$ cat src/hdl/crs_pkg.sv
package crs_pkg;

  // bus cycle kinds driven by the sequencer
  typedef enum logic [1:0] {
    CRS_BUS_IDLE,
    CRS_BUS_READ,
    CRS_BUS_WRITE
  } crs_bus_t;

  localparam logic [15:0] RESET_VEC_HI   = 16'hfffe;
  localparam logic [15:0] RESET_VEC_LO   = 16'hffff;
  localparam logic [15:0] SWI_VEC_HI     = 16'hfffc;
  localparam logic [15:0] VEC_TABLE_TOP  = 16'hfffa;
  localparam int          NUM_IRQ        = 29;
  localparam int          IRQ_IDX_W      = 5;
  localparam int          STACK_BYTES    = 5;
  localparam int          QUEUE_BYTES    = 3;
  localparam int          RESET_SEQ_CYC  = 6;
  localparam logic [7:0]  CCR_IMASK_BIT  = 8'h08;
  localparam logic [15:0] SP_RESET       = 16'h00ff;
  localparam logic [15:0] PC_RESET       = 16'h0000;
  localparam logic [7:0]  REG8_RESET     = 8'h00;
  localparam logic [7:0]  CCR_RESET      = 8'h08;
  localparam logic [2:0]  CNT_RESET      = 3'h0;

endpackage : crs_pkg

$ cat src/hdl/crs_irq_prio.sv
`timescale 1ns/10ps
// picks the highest-priority pending source; index 0 is highest
module crs_irq_prio (
  input  wire logic [crs_pkg::NUM_IRQ-1:0]   pend,  // pending requests
  output logic                               any,   // at least one pending
  output logic [crs_pkg::IRQ_IDX_W-1:0]      idx    // winning index
);

  always_comb begin
    any = 1'b0;
    idx = '0;
    // scan from lowest priority upward so the highest priority wins
    for (int i = crs_pkg::NUM_IRQ - 1; i >= 0; i--) begin
      if (pend[i]) begin
        any = 1'b1;
        idx = i[crs_pkg::IRQ_IDX_W-1:0];
      end
    end
  end

endmodule : crs_irq_prio

$ cat src/hdl/crs_sequencer.sv
`timescale 1ns/10ps
// Notes on behaviour
// - reset sources are power-on, watchdog timeout and active-low external pin.
// - any reset aborts current activity at once, no instruction boundary wait.
// - reset ends only after source check is done and pin is released.
// - after reset a 6-cycle sequence reads 0xFFFE/0xFFFF and fills queue.
// - interrupt waits for instruction end; return address is next instruction.
// - interrupt entry follows software trap; vector from highest pending source.
// - push pc low, pc high, index low, accumulator, condition codes in order.
// - after stacking, the interrupt mask bit is set.
// - then read vector high byte, then vector low byte.
// - after the vector reads, one idle bus cycle with no access.
// - then read three program bytes from the vector target into the queue.
// - after stacking, stack pointer is one below the condition code byte.
// - return pops context in reverse, then refills queue with three bytes.
// - high index byte is never saved or restored automatically.
// - several pending requests: the highest priority is taken first.
module crs_sequencer (
  input  wire logic                          mclk,          // 20 MHz cpu bus clock
  input  wire logic                          reset,         // sync reset, active high
  input  wire logic                          por_event,     // power-on reset pulse
  input  wire logic                          watchdog_timeout_source, // watchdog reset
  input  wire logic                          ext_reset_n,   // external reset pin, low active
  input  wire logic                          src_check_done,// reset source check complete
  input  wire logic [crs_pkg::NUM_IRQ-1:0]   irq_pend,      // masked-in hw requests
  input  wire logic                          swi_req,       // software trap decoded
  input  wire logic                          rti_req,       // return from interrupt decoded
  input  wire logic                          insn_boundary, // current instruction finished
  input  wire logic [15:0]                   next_pc,       // start of next instruction
  input  wire logic [7:0]                    index_lo,      // index low register
  input  wire logic [7:0]                    acc,           // accumulator
  input  wire logic [7:0]                    ccr_in,        // live condition codes
  input  wire logic [15:0]                   sp_in,         // live stack pointer
  input  wire logic [7:0]                    rdata,         // memory read data
  output logic [15:0]                        addr,          // bus address
  output logic [7:0]                         wdata,         // bus write data
  output crs_pkg::crs_bus_t                  bus_op,        // bus cycle kind
  output logic                               core_hold,     // core stalled by sequencer
  output logic                               queue_load,    // this read cycle fetches a queue byte
  output logic                               ctx_load,      // load new context at the end of each sequence
  output logic [15:0]                        pc_out,        // new program counter
  output logic [15:0]                        sp_out,        // new stack pointer
  output logic [7:0]                         ccr_out,       // new condition codes
  output logic [7:0]                         acc_out,       // restored accumulator
  output logic [7:0]                         index_lo_out,  // restored index low
  output logic                               in_reset       // reset event in progress
);

  typedef enum logic [3:0] {
    CRS_RUN, CRS_RST, CRS_VEC_HI, CRS_VEC_LO, CRS_PAD, CRS_FILL,
    CRS_PUSH, CRS_IDLE, CRS_POP
  } crs_state_t;

  crs_state_t                      st_q, st_d;
  logic [2:0]                      cnt_q, cnt_d;
  logic [15:0]                     pc_q, pc_d;
  logic [15:0]                     pco_q, pco_d;      // target past the queued bytes
  logic                            inrst_q, inrst_d;
  logic [15:0]                     fill_base;
  logic [15:0]                     sp_q, sp_d;
  logic [15:0]                     vec_q, vec_d;
  logic [7:0]                      ccr_q, ccr_d;
  logic [7:0]                      acc_q, acc_d;
  logic [7:0]                      x_q, x_d;
  logic [15:0]                     addr_q, addr_d;
  logic [7:0]                      wdata_q, wdata_d;
  crs_pkg::crs_bus_t               op_q, op_d;
  logic                            hold_q, hold_d;
  logic                            qld_q, qld_d;
  logic                            ctx_q, ctx_d;
  logic                            irq_any;
  logic [crs_pkg::IRQ_IDX_W-1:0]   irq_idx;
  logic                            rst_evt;

  ////////////////////////////////////////////////////////////////////////
  crs_irq_prio u_prio (
    .pend (irq_pend),
    .any  (irq_any),
    .idx  (irq_idx)
  );

  assign rst_evt = reset | por_event | watchdog_timeout_source | ~ext_reset_n;

  // vector pair for source n sits just below the trap vector, two bytes each
  function automatic logic [15:0] irq_vec(input logic [crs_pkg::IRQ_IDX_W-1:0] n);
    irq_vec = crs_pkg::VEC_TABLE_TOP - {10'h000, n, 1'b0};
  endfunction : irq_vec

  // stack byte k of the frame, pushed in order k = 0..4
  function automatic logic [7:0] frame_byte(input logic [2:0] k, input logic [15:0] pc,
                                            input logic [7:0] x, input logic [7:0] a,
                                            input logic [7:0] c);
    case (k)
      3'h0:    frame_byte = pc[7:0];
      3'h1:    frame_byte = pc[15:8];
      3'h2:    frame_byte = x;
      3'h3:    frame_byte = a;
      default: frame_byte = c;
    endcase
  endfunction : frame_byte

  ////////////////////////////////////////////////////////////////////////
  always_comb begin
    st_d    = st_q;
    cnt_d   = cnt_q;
    pco_d   = pco_q;
    pc_d    = pc_q;
    fill_base = pc_q;
    sp_d    = sp_q;
    vec_d   = vec_q;
    ccr_d   = ccr_q;
    acc_d   = acc_q;
    x_d     = x_q;
    addr_d  = addr_q;
    wdata_d = 8'h00;
    op_d    = crs_pkg::CRS_BUS_IDLE;
    hold_d  = 1'b1;
    qld_d   = 1'b0;
    ctx_d   = 1'b0;
    case (st_q)
      CRS_RUN: begin
        hold_d = 1'b0;
        // track live registers so the context outputs stand valid after an entry
        acc_d  = acc;
        x_d    = index_lo;
        // requests sampled only at an instruction end
        if (insn_boundary && (irq_any || swi_req)) begin
          st_d   = CRS_PUSH;
          cnt_d  = crs_pkg::CNT_RESET;
          pc_d   = next_pc;
          sp_d   = sp_in;
          ccr_d  = ccr_in;
          // vector frozen when the sequence starts; hw ahead of trap
          vec_d  = irq_any ? irq_vec(irq_idx) : crs_pkg::SWI_VEC_HI;
          hold_d = 1'b1;
          op_d   = crs_pkg::CRS_BUS_WRITE;
          addr_d = sp_in;
          wdata_d = frame_byte(3'h0, next_pc, index_lo, acc, ccr_in);
          sp_d   = sp_in - 16'h0001;
          cnt_d  = 3'h1;
        end else if (insn_boundary && rti_req) begin
          st_d   = CRS_POP;
          cnt_d  = crs_pkg::CNT_RESET;
          sp_d   = sp_in + 16'h0001;
          op_d   = crs_pkg::CRS_BUS_READ;
          addr_d = sp_in + 16'h0001;
          hold_d = 1'b1;
        end
      end
      CRS_RST: begin
        if (src_check_done && ext_reset_n) begin
          st_d   = CRS_VEC_HI;
          vec_d  = crs_pkg::RESET_VEC_HI;
          ccr_d  = crs_pkg::CCR_RESET;
          cnt_d  = crs_pkg::CNT_RESET;
        end
      end
      CRS_PUSH: begin
        op_d    = crs_pkg::CRS_BUS_WRITE;
        addr_d  = sp_q;
        wdata_d = frame_byte(cnt_q, pc_q, index_lo, acc, ccr_q);
        sp_d    = sp_q - 16'h0001;
        cnt_d   = cnt_q + 3'h1;
        if (cnt_q == 3'(crs_pkg::STACK_BYTES - 1)) begin
          st_d  = CRS_VEC_HI;
          ccr_d = ccr_q | crs_pkg::CCR_IMASK_BIT;
        end
      end
      CRS_VEC_HI: begin
        op_d   = crs_pkg::CRS_BUS_READ;
        addr_d = vec_q;
        st_d   = CRS_VEC_LO;
      end
      CRS_VEC_LO: begin
        op_d   = crs_pkg::CRS_BUS_READ;
        addr_d = vec_q + 16'h0001;
        st_d   = CRS_PAD;
      end
      CRS_PAD: begin
        // vector high byte answers now; the low byte lands during the first fill
        pc_d[15:8] = rdata;
        st_d   = CRS_FILL;
        cnt_d  = crs_pkg::CNT_RESET;
      end
      CRS_POP: begin
        // reverse order: ccr, acc, index low, pc high, pc low
        // each byte answers a cycle after its read; pc low is taken by the first fill
        cnt_d = cnt_q + 3'h1;
        case (cnt_q)
          3'h1:    ccr_d = rdata;
          3'h2:    acc_d = rdata;
          3'h3:    x_d   = rdata;
          3'h4:    pc_d[15:8] = rdata;
          default: ;
        endcase
        if (cnt_q == 3'(crs_pkg::STACK_BYTES - 1)) begin
          st_d  = CRS_FILL;
          cnt_d = crs_pkg::CNT_RESET;
        end else begin
          op_d   = crs_pkg::CRS_BUS_READ;
          sp_d   = sp_q + 16'h0001;
          addr_d = sp_q + 16'h0001;
        end
      end
      CRS_FILL: begin
        // pc low byte arrives one cycle late, so it feeds the first fetch directly
        if (cnt_q == crs_pkg::CNT_RESET) begin
          fill_base = {pc_q[15:8], rdata};
          pc_d[7:0] = rdata;
        end
        op_d   = crs_pkg::CRS_BUS_READ;
        addr_d = fill_base + {13'h0000, cnt_q};
        qld_d  = 1'b1;
        cnt_d  = cnt_q + 3'h1;
        if (cnt_q == 3'(crs_pkg::QUEUE_BYTES - 1)) begin
          st_d  = CRS_IDLE;
          ctx_d = 1'b1;
          pco_d = pc_q + 16'(crs_pkg::QUEUE_BYTES);
        end
      end
      CRS_IDLE: begin
        // last queue byte read is on the bus; core resumes next cycle
        hold_d = 1'b0;
        st_d   = CRS_RUN;
      end
      default: st_d = CRS_RST;
    endcase
    // reset wins over everything, mid-instruction or mid-sequence
    if (rst_evt) begin
      st_d   = CRS_RST;
      op_d   = crs_pkg::CRS_BUS_IDLE;
      hold_d = 1'b1;
      qld_d  = 1'b0;
      ctx_d  = 1'b0;
      cnt_d  = crs_pkg::CNT_RESET;
    end
    inrst_d = (st_d == CRS_RST);
  end

  always_ff @(posedge mclk) begin
    if (reset) begin
      st_q    <= CRS_RST;
      cnt_q   <= crs_pkg::CNT_RESET;
      pco_q   <= crs_pkg::PC_RESET;
      inrst_q <= 1'b1;
      pc_q    <= crs_pkg::PC_RESET;
      sp_q    <= crs_pkg::SP_RESET;
      vec_q   <= crs_pkg::RESET_VEC_HI;
      ccr_q   <= crs_pkg::CCR_RESET;
      acc_q   <= crs_pkg::REG8_RESET;
      x_q     <= crs_pkg::REG8_RESET;
      addr_q  <= crs_pkg::RESET_VEC_HI;
      wdata_q <= crs_pkg::REG8_RESET;
      op_q    <= crs_pkg::CRS_BUS_IDLE;
      hold_q  <= 1'b1;
      qld_q   <= 1'b0;
      ctx_q   <= 1'b0;
    end else begin
      st_q    <= st_d;
      cnt_q   <= cnt_d;
      pco_q   <= pco_d;
      inrst_q <= inrst_d;
      pc_q    <= pc_d;
      sp_q    <= sp_d;
      vec_q   <= vec_d;
      ccr_q   <= ccr_d;
      acc_q   <= acc_d;
      x_q     <= x_d;
      addr_q  <= addr_d;
      wdata_q <= wdata_d;
      op_q    <= op_d;
      hold_q  <= hold_d;
      qld_q   <= qld_d;
      ctx_q   <= ctx_d;
    end
  end

  ////////////////////////////////////////////////////////////////////////
  // every output is a flop; acc/index follow the core while running
  assign addr         = addr_q;
  assign wdata        = wdata_q;
  assign bus_op       = op_q;
  assign core_hold    = hold_q;
  assign queue_load   = qld_q;
  assign ctx_load     = ctx_q;
  assign pc_out       = pco_q;
  assign sp_out       = sp_q;
  assign ccr_out      = ccr_q;
  assign acc_out      = acc_q;
  assign index_lo_out = x_q;
  assign in_reset     = inrst_q;

endmodule : crs_sequencer

$ cat config.mk
export PLATFORM = sky130hd
export DESIGN_NAME = crs_sequencer
export DESIGN_NICKNAME = d
export VERILOG_FILES = /design/src/hdl/crs_pkg.sv /design/src/hdl/crs_irq_prio.sv /design/src/hdl/crs_sequencer.sv
export SDC_FILE = /design/constraint.sdc
export NUM_CORES = 1
export LEC_CHECK = 0
export BUFFER_PORTS_ARGS = -buffer_cell sky130_fd_sc_hd__clkbuf_2
export CORE_ASPECT_RATIO = 0.7
export CORE_UTILIZATION = 60
export DETAILED_ROUTE_END_ITERATION = 8
export PLACE_DENSITY_LB_ADDON = 0.2
export SYNTH_ARGS = -nofsm -noshare
export SYNTH_HDL_FRONTEND = slang
export SYNTH_SLANG_ARGS = --single-unit
$ cat constraint.sdc
create_clock -name mclk -period 9.8 [get_ports mclk]
set_clock_uncertainty 0.05 [all_clocks]
set_input_delay 0.98 -clock mclk [delete_from_list [all_inputs] [get_ports mclk]]
set_output_delay 0.98 -clock mclk [all_outputs]
set_load 0.05 [all_outputs]
# [Word-level counts from Yosys, hierarchy flattened]
# Cells that the tools add are included.
[word_totals] ff_bits=125 inputBits=102
[classes] add_sub_neg=9 eq_ne=23 n_mux=109 bitwise_logic=6 reduce_logical=30
[ops] cell="$mux 5" count=29
[ops] cell="$mux 16" count=9
[ops] cell="$pmux 16 s6" count=1
[ops] cell="$mux 8" count=9
[ops] cell="$pmux 8 s2" count=4
[ops] cell="$pmux 8 s4" count=2
[ops] cell="$add 16x1->16 const B" count=3
[ops] cell="$pmux 16 s3" count=1
[ops] cell="$pmux 4 s9" count=1
[ops] cell="$mux 1" count=35
[ops] cell="$mux 4" count=8
[ops] cell="$pmux 16 s2" count=1
[ops] cell="$sub 16x1->16 const B" count=2
[ops] cell="$pmux 8 s3" count=1
[ops] cell="$reduce_and 3->1" count=6
[ops] cell="$add 16x2->16 const B" count=1
[ops] cell="$add 16x3->16" count=1
[ops] cell="$eq 4x3->1 const B" count=4
[ops] cell="$pmux 3 s5" count=1
[ops] cell="$ne 2x2->1 const B" count=7
[ops] cell="$mux 3" count=4
[ops] cell="$reduce_and 5->1" count=2
[ops] cell="$reduce_bool 3->1" count=3
[ops] cell="$eq 4x1->1 const B" count=2
[ops] cell="other kinds (25)" count=40

# [Depth between registers and ports, before layout]
# Gate-level depths: netlist of run 1.
[depth] ltp_word=35 ltp_mapped=16

# [Modules after synthesis]
# From an unflattened synthesis of run 1, not the netlist that was laid out.
[hier_totals] cells_unflattened=1095 hier_area_um2=8121.5
[by_module_without_submodules] mod="crs_sequencer" n_inst=1 cells_per_inst=1032 area_per_inst_um2=7773.7
[by_module_without_submodules] mod="crs_irq_prio" n_inst=1 cells_per_inst=63 area_per_inst_um2=347.8

# [Worst setup path before layout of run 1]
# OpenSTA, ideal clock, no wires.
[synth_path] path_type="input port to flip-flop" from="input irq_pend[23] (netlist bit)" to="register addr_q[0] (netlist: addr[0])" setup_time_ps=70 arrival_ps=3347 required_time_ps=9680 setup_slack_ps=6333 stages=11 path_cell_list="or4_1 nand4bb_4 o21a_1 buf_6 buf_2 ha_1 mux2i_1 a31oi_1 a21oi_1 a211o_1 a21oi_1"
[synth_between] elab_chain_cells=28
[synth_lines] item="start, declared" line_no="crs_sequencer.sv:25" text="input wire logic [crs_pkg::NUM_IRQ-1:0] irq_pend,"
[synth_lines] item="$mux 1 * (24 in series)" line_no="crs_irq_prio.sv:14" text="if (pend[i]) begin"
[synth_lines] item="$logic_or 1x1->1 *" line_no="crs_sequencer.sv:127" text="if (insn_boundary && (irq_any || swi_req)) begin"
[synth_lines] item="$logic_and 1x1->1 *" line_no="crs_sequencer.sv:127"
[synth_lines] item="$mux 16 or $ne 3x3->1 (tied branches)"
[synth_lines] item="$pmux 16 s6 or $reduce_and 3->1 (tied branches)"
[synth_lines] item="end signal, assigned" line_no="crs_sequencer.sv:252" text="addr_q <= crs_pkg::RESET_VEC_HI;"
[synth_lines] item="end signal, assigned" line_no="crs_sequencer.sv:269" text="addr_q <= addr_d;"
[synth_lines] item="end, declared" line_no="crs_sequencer.sv:65" text="logic [15:0] addr_q, addr_d;"
# Mark *: on every way between the ends. The rest lies on a longest branch, timed or not.
# A chain may end at the register's enable or synchronous reset.

# [Worst setup path in the final report of run 1]
[layout_path] from="register cnt_q[1]" to="register addr_q[10] (netlist: addr[10])"
[layout_between] elab_chain_cells=5
[layout_lines] item="start, declared" line_no="crs_sequencer.sv:55" text="logic [2:0] cnt_q, cnt_d;"
[layout_lines] item="start signal, assigned" line_no="crs_sequencer.sv:243" text="cnt_q <= crs_pkg::CNT_RESET;"
[layout_lines] item="start signal, assigned" line_no="crs_sequencer.sv:260" text="cnt_q <= cnt_d;"
[layout_lines] item="$logic_not 3->1" line_no="crs_sequencer.sv:207" text="if (cnt_q == crs_pkg::CNT_RESET) begin"
[layout_lines] item="$mux 8" line_no="crs_sequencer.sv:207"
[layout_lines] item="$mux 16" line_no="crs_sequencer.sv:120" text="case (st_q)"
[layout_lines] item="$add 16x3->16" line_no="crs_sequencer.sv:212" text="addr_d = fill_base + {13'h0000, cnt_q};"
[layout_lines] item="$pmux 16 s6" line_no="crs_sequencer.sv:120"
# Parallel ways exist; a longest one is shown, timed or not. The select of a mux whose other input is x is not followed.

==> results of run 1 <==
==> flip-flops by register name, indices dropped and copies added, names as in the netlist <==
register,count
pc_q,16
st_q,4
queue_load,1
sp_out,16
bus_op,2
ctx_load,1
in_reset,1
core_hold,1
index_lo_out,8
vec_q,6
pc_out,16
addr,16
ccr_out,8
wdata,8
acc_out,8
cnt_q,3
==> metrics by stage <==
step,total power [mW],util,hold slack (ns),worst slack (ns)
floorplan,0.568,-,0.410,6.33
global placement,0.621,0.692,0.411,5.91
detailed placement,0.623,0.692,0.414,5.75
CTS,1.26,0.738,0.428,5.68
global route,1.30,0.738,0.456,5.36
finish,1.27,0.738,0.427,5.59
==> area by class of cell <==
cell class / count / area (µm²) / area share
multi-input combinational: 892 / 5500 / 0.561
clock buffer: 17 / 425 / 0.0434
timing repair buffer: 204 / 1070 / 0.109
inverter: 24 / 90.1 / 0.00920
tap: 185 / 231 / 0.0236
clock inverter: 14 / 181 / 0.0185
sequential: 115 / 2300 / 0.235
==> cell families after synthesis <==
group | after synthesis
buffers and inverters | 118
AO/OA/AOI/OAI | 335
adder cells (fa/ha/maj) | 17
AND/OR/NAND/NOR | 467
XOR/XNOR | 53
flip-flops | 115
multiplexers | 20
==> worst paths after layout <==
path / start / endpoint / slack [ns] / depth (start not counted)
hold / removal: addr[7] / addr[7] / 0.43 / 2
setup / recovery: cnt_q[1] / addr[10] / 5.59 / 15
hold reg to reg: addr[7] / addr[7] / 0.43 / 2
setup reg to reg: cnt_q[1] / addr[10] / 5.59 / 15
==> synth_stat cells (14+ instances only) <==
library cell / instances
nor3_1: 34
nor4_1: 15
a21oi_1: 70
a221oi_1: 15
inv_1: 23
xor2_1: 26
clkbuf_1: 74
a311oi_1: 37
a211oi_1: 25
mux2i_1: 17
nand4_1: 14
nand3_1: 34
nand2_1: 124
o22ai_1: 15
xnor2_1: 27
a31oi_1: 17
dfxtp_1: 115
ha_1: 16
o21ai_0: 55
nor2_1: 162
or3_1: 14
==> per-layer routing <==
layer	track usage	vias to the layer above	wire, µm
li1	-	4418	-
met4	0.132	0	673
met5	0	-	0
met2	0.558	725	11600
met1	0.561	4497	11900
met3	0.149	88	4490
==> worst reg2reg max path, cell delays in order, from the launching register on <==
cell      delay, ns
dfxtp_1        0.36
inv_1          0.15
ha_1           0.56
nor2b_1        0.68
nand2_1        0.11
o21ai_0        0.11
ha_1           0.20
inv_1          0.05
fa_1           0.39
nor2b_1        0.22
nor2_1         0.09
nor4_1         0.40
nand3_1        0.14
a31o_2         0.26
a221oi_2       0.26
a211o_1        0.12
==> where the power goes <==
part / leakage (nW) / switching [mW] / internal, mW
combinational: 2.62 / 0.0905 / 0.0466
clock: 0.283 / 0.249 / 0.402
sequential: 0.930 / 0.00749 / 0.474
==> cells in the final DEF, fill, tap and decap left out, types with 23 or more instances in the layout <==
master,instances
inv_1,23
clkbuf_2,186
a211oi_1,25
nand2_1,124
dfxtp_1,115
a21oi_1,70
xor2_1,26
a311oi_1,37
o21ai_0,55
nor3_1,34
nand3_1,34
nor2_1,161
xnor2_1,27
==> impl_metrics.toml, run 1 <==
[synth]
synth_top_family_by_area = "compound AO/OA/AOI/OAI gates"
synthCells = 1125
synth.ff_latch_count = 115
ys_dominant_reg_cell = "dfxtp_1"
synth_edf_count = 0
ys_types = 80
synthTopCellsByArea = "dfxtp_1 28%, nor2_1 7.4%, nand2_1 5.7%"
postSynthAreaPerCell_um2 = 7.32
yosysTopAreaCellShare = 0.280
yosys.area.top_type = "dfxtp_1"
synth_xor_area_frac = 0.0564
synth_simple_gate_area_frac = 0.271
synth_compound_area_frac = 0.284
synth-adder-area-share = 0.0267
synth_area_um2 = 8230
synth_nets = 1244
ys.warnings.count = 0
async_flop_share = 0
yosysSeqAreaShare = 0.280
synth.area.mux_share = 0.0248

[layout]
fin_nets = 1373
fill_cells = 1100
final_area_um2 = 9790
instances_no_fill = 1451
drive_above_1_share = 0.207
n_antenna_cell = 0
area_growth_pct = 18.9

[die]
core_um2 = 13300
placementRows = 35
start_util = 0.621
die_y_um = 100
dieArea_um2 = 14200
ios = 188
die_x_um = 142

[sta]
max_slew_margin = 0.247
drv_slew = 0
hold_violations = 0
rsz0062_at_grt = "no"
setup_viol = 0
final.setup.tns_ns = 0
fin_crit_sh = 0.429
fin_crit_ns = 4.21
max_freq_ghz = 0.238
worst_pin_slew_ns = 1.13

[placed_design]
gp_congestion = 0.963
placed_area_um2 = 9190
portBuffers = 187
dp_cells = 1420
hpwl_um = 20600

[critical_path]
cpPeakStageDelay_ns = 0.67
cp_num_buf_inv = 2
startpoint_type = "register"
slowest_stage = "nor2b_1"
cp_max_fo = 15
required_ns = 10.12
crit_type = "reg2reg"
arrival_ns = 4.52
critical-path-top-delay-family = "simple AND/OR/NAND/NOR gates"
crit_chain = "inv_1 > ha_1 > nor2b_1 > nand2_1 > o21ai_0 > ha_1 > inv_1 > fa_1 > nor2b_1 > nor2_1 > nor4_1 > nand3_1 > a31o_2 > a221oi_2 > a211o_1"
critPathCaptureType = "register"

[global_routing]
first_global_vias = 8515
overflow = 0
antenna_found_initial = 0
grt_max_degree = 59
globalRouteTotalUtil = 0.400
grt_pass1_wl_um = 44200

[cts]
cts_resized = 0
clkSlewWorstSetupHoldPaths_ns = 0.06
holdBufCountCts = 0
htreeDepth = 4
post-cts-setup-buffers = 0
numCtsBuffers = 17
cts.path.max_buffers = 2
cts_tree = "done"
insertion_delay_ns = 0.42
cts_sinks = 115
cts_root_buf = "clkbuf_16"

[drt]
vias = 9728
first_pass_iters = 9
viasPerCell = 6.70
wl_um = 28600
drtIter0Drc = 1461
ant_nets = 0
routedWlPerCell_um = 19.7
drc = 0

[power]
vdd_drop_max_mv = 0.144
powerDensity_nw_per_um2 = 130
p_leak_nw = 3.83

[run_status]
status = "finished, final reports clean"

[flow_run]
drv_cap = 0

[hold_path]
hp-class = "reg2reg"
Power figures use the tool's default switching activity.
==> run 2, diff against run 1 <==
--- a/config.mk
+++ b/config.mk
@@ -7,7 +7,7 @@
 export LEC_CHECK = 0
 export BUFFER_PORTS_ARGS = -buffer_cell sky130_fd_sc_hd__clkbuf_2
 export CORE_ASPECT_RATIO = 0.7
-export CORE_UTILIZATION = 60
+export CORE_UTILIZATION = 55
 export DETAILED_ROUTE_END_ITERATION = 8
 export PLACE_DENSITY_LB_ADDON = 0.2
 export SYNTH_ARGS = -nofsm -noshare
==> constraint.sdc (replaced) <==
create_clock -name mclk -period 4 [get_ports mclk]
set_clock_uncertainty 0.05 [all_clocks]
set_input_delay 0.4 -clock mclk [delete_from_list [all_inputs] [get_ports mclk]]
set_output_delay 0.4 -clock mclk [all_outputs]
set_load 0.05 [all_outputs]
==> run 2 against run 1 <==
Critical path depth is the same; first-iteration DRC count grew 1.8%; combinational power increased by 150%; die area up 8.9%; non-clock buffer count up 13; global-route usage is 1.8 points lower; largest power group unchanged; routed wire length rose by 2.8%; design area grew 0.63%; clock power is 130% higher.
==> impl_metrics.toml, run 2 (same netlist as run 1, synthesis figures left out) <==
[flow_run]
drv_cap = 0

[critical_path]
required_ns = 4.31
crit_chain = "inv_1 > ha_1 > nor2b_1 > buf_4 > o21ai_0 > ha_1 > inv_1 > fa_1 > nor2b_1 > nor2_1 > nor4_1 > nand3_1 > a31o_2 > a221oi_2 > a211o_1"
cpPeakStageDelay_ns = 0.41
cp_num_buf_inv = 3
cp_max_fo = 10
arrival_ns = 3.78
crit_type = "reg2reg"
critPathCaptureType = "register"
startpoint_type = "register"
critical-path-top-delay-family = "simple AND/OR/NAND/NOR gates"
slowest_stage = "dfxtp_1"

[layout]
drive_above_1_share = 0.215
area_growth_pct = 19.7
fin_nets = 1386
layout_commonest_cell = "clkbuf_2"
instances_no_fill = 1475
final_cell_mix = "186 x clkbuf_2, 161 x nor2_1, 124 x nand2_1"
n_antenna_cell = 0

[die]
start_util = 0.561
core_um2 = 14700
die_y_um = 104
dieArea_um2 = 15500
ios = 188
die_x_um = 148
placementRows = 37

[sta]
final.setup.tns_ns = 0
hold_violations = 0
fin_crit_ns = 3.47
fin_crit_sh = 0.868
setup_viol = 0
hold_slack_ns = 0.181
rsz0062_at_grt = "no"
max_slew_margin = 0.432
worst_pin_slew_ns = 0.852
max_freq_ghz = 0.288
drv_slew = 0

[drt]
routedWlPerCell_um = 20.0
first_pass_iters = 8
wl_um = 29400
drtIter0Drc = 1487
ant_nets = 0
drc = 0
viasPerCell = 6.50
vias = 9589

[power]
p_leak_nw = 3.87
vdd_drop_max_mv = 0.277
internal-power_mw = 2.14
p_seq_frac = 0.394
p_sw_mw = 0.850
powerDensity_nw_per_um2 = 303
comb_power_share = 0.114
switching_share = 0.284
pwr-share-clk = 0.492

[placed_design]
portBuffers = 187
hpwl_um = 21500
gp_congestion = 0.941
dp_cells = 1443

[global_routing]
grt_pass1_wl_um = 46100
overflow = 0
grt_max_degree = 59
antenna_found_initial = 0
first_global_vias = 8512
globalRouteTotalUtil = 0.381

[cts]
post-cts-setup-buffers = 0
insertion_delay_ns = 0.42
clkSlewWorstSetupHoldPaths_ns = 0.06
cts_tree = "done"
cts_root_buf = "clkbuf_16"
cts_resized = 0
htreeDepth = 4
cts.path.max_buffers = 2
cts_sinks = 115
holdBufCountCts = 0
numCtsBuffers = 17

[hold_path]
hp-class = "in2reg"

[run_status]
status = "finished, final reports clean"
run 2: stage by stage:
stage / total power, mW / worst slack, ns / area, µm² / utilization
finish: 2.99 / 0.527 / 9850 / 0.671
global route: 3.07 / 0.230 / 9850 / 0.671
CTS: 2.98 / 0.571 / 9850 / 0.671
detailed placement: 1.53 / 0.579 / 9300 / 0.633
global placement: 1.53 / 0.672 / 9300 / 0.633
floorplan: 1.39 / 0.819 / 8230 / -
run 2: final cells by class:
cell class	count	area, µm²
Sequential cell	115	2300
Fill cell	1293	4820
Clock buffer	18	429
Timing Repair Buffer	217	1160
Tap cell	195	244
Multi-Input combinational cell	892	5500
Clock inverter	14	129
Inverter	24	90.1
run 2: per-layer routing:
layer  routed length [µm]  part of all wire  GRT usage  vias up
li1                     -                 -          -     4445
met1                13200              0.45      0.571     4380
met2                11700              0.40      0.514      703
met3                 4070              0.14      0.121       61
met4                  486             0.017     0.0994        0
met5                    0                 0          0        -
run 2: tightest hold or removal path, cell delays in order:
cell	delay [ns]
clkbuf_2	0.09
a21oi_1	0.05
nor2_1	0.07
run 2: path summary, 6_finish.rpt:
check                                start  endpoint  slack [ns]  cells past startpoint
worst min-delay path            next_pc[2]  wdata[2]        0.18                      3
worst max register to register    cnt_q[1]  addr[10]        0.53                     15
worst min register to register     addr[2]   addr[2]        0.44                      2
worst max-delay path              cnt_q[1]  addr[10]        0.53                     15
run 2: power groups by stage:
stage | registers (mW) | clock network [mW] | logic (mW)
after global routing | 1.18 | 1.53 | 0.362
after CTS | 1.18 | 1.47 | 0.332
after floorplan | 1.24 | 0 | 0.154
after global placement | 1.20 | 0 | 0.329
after detailed placement | 1.20 | 0 | 0.329
final | 1.18 | 1.47 | 0.340
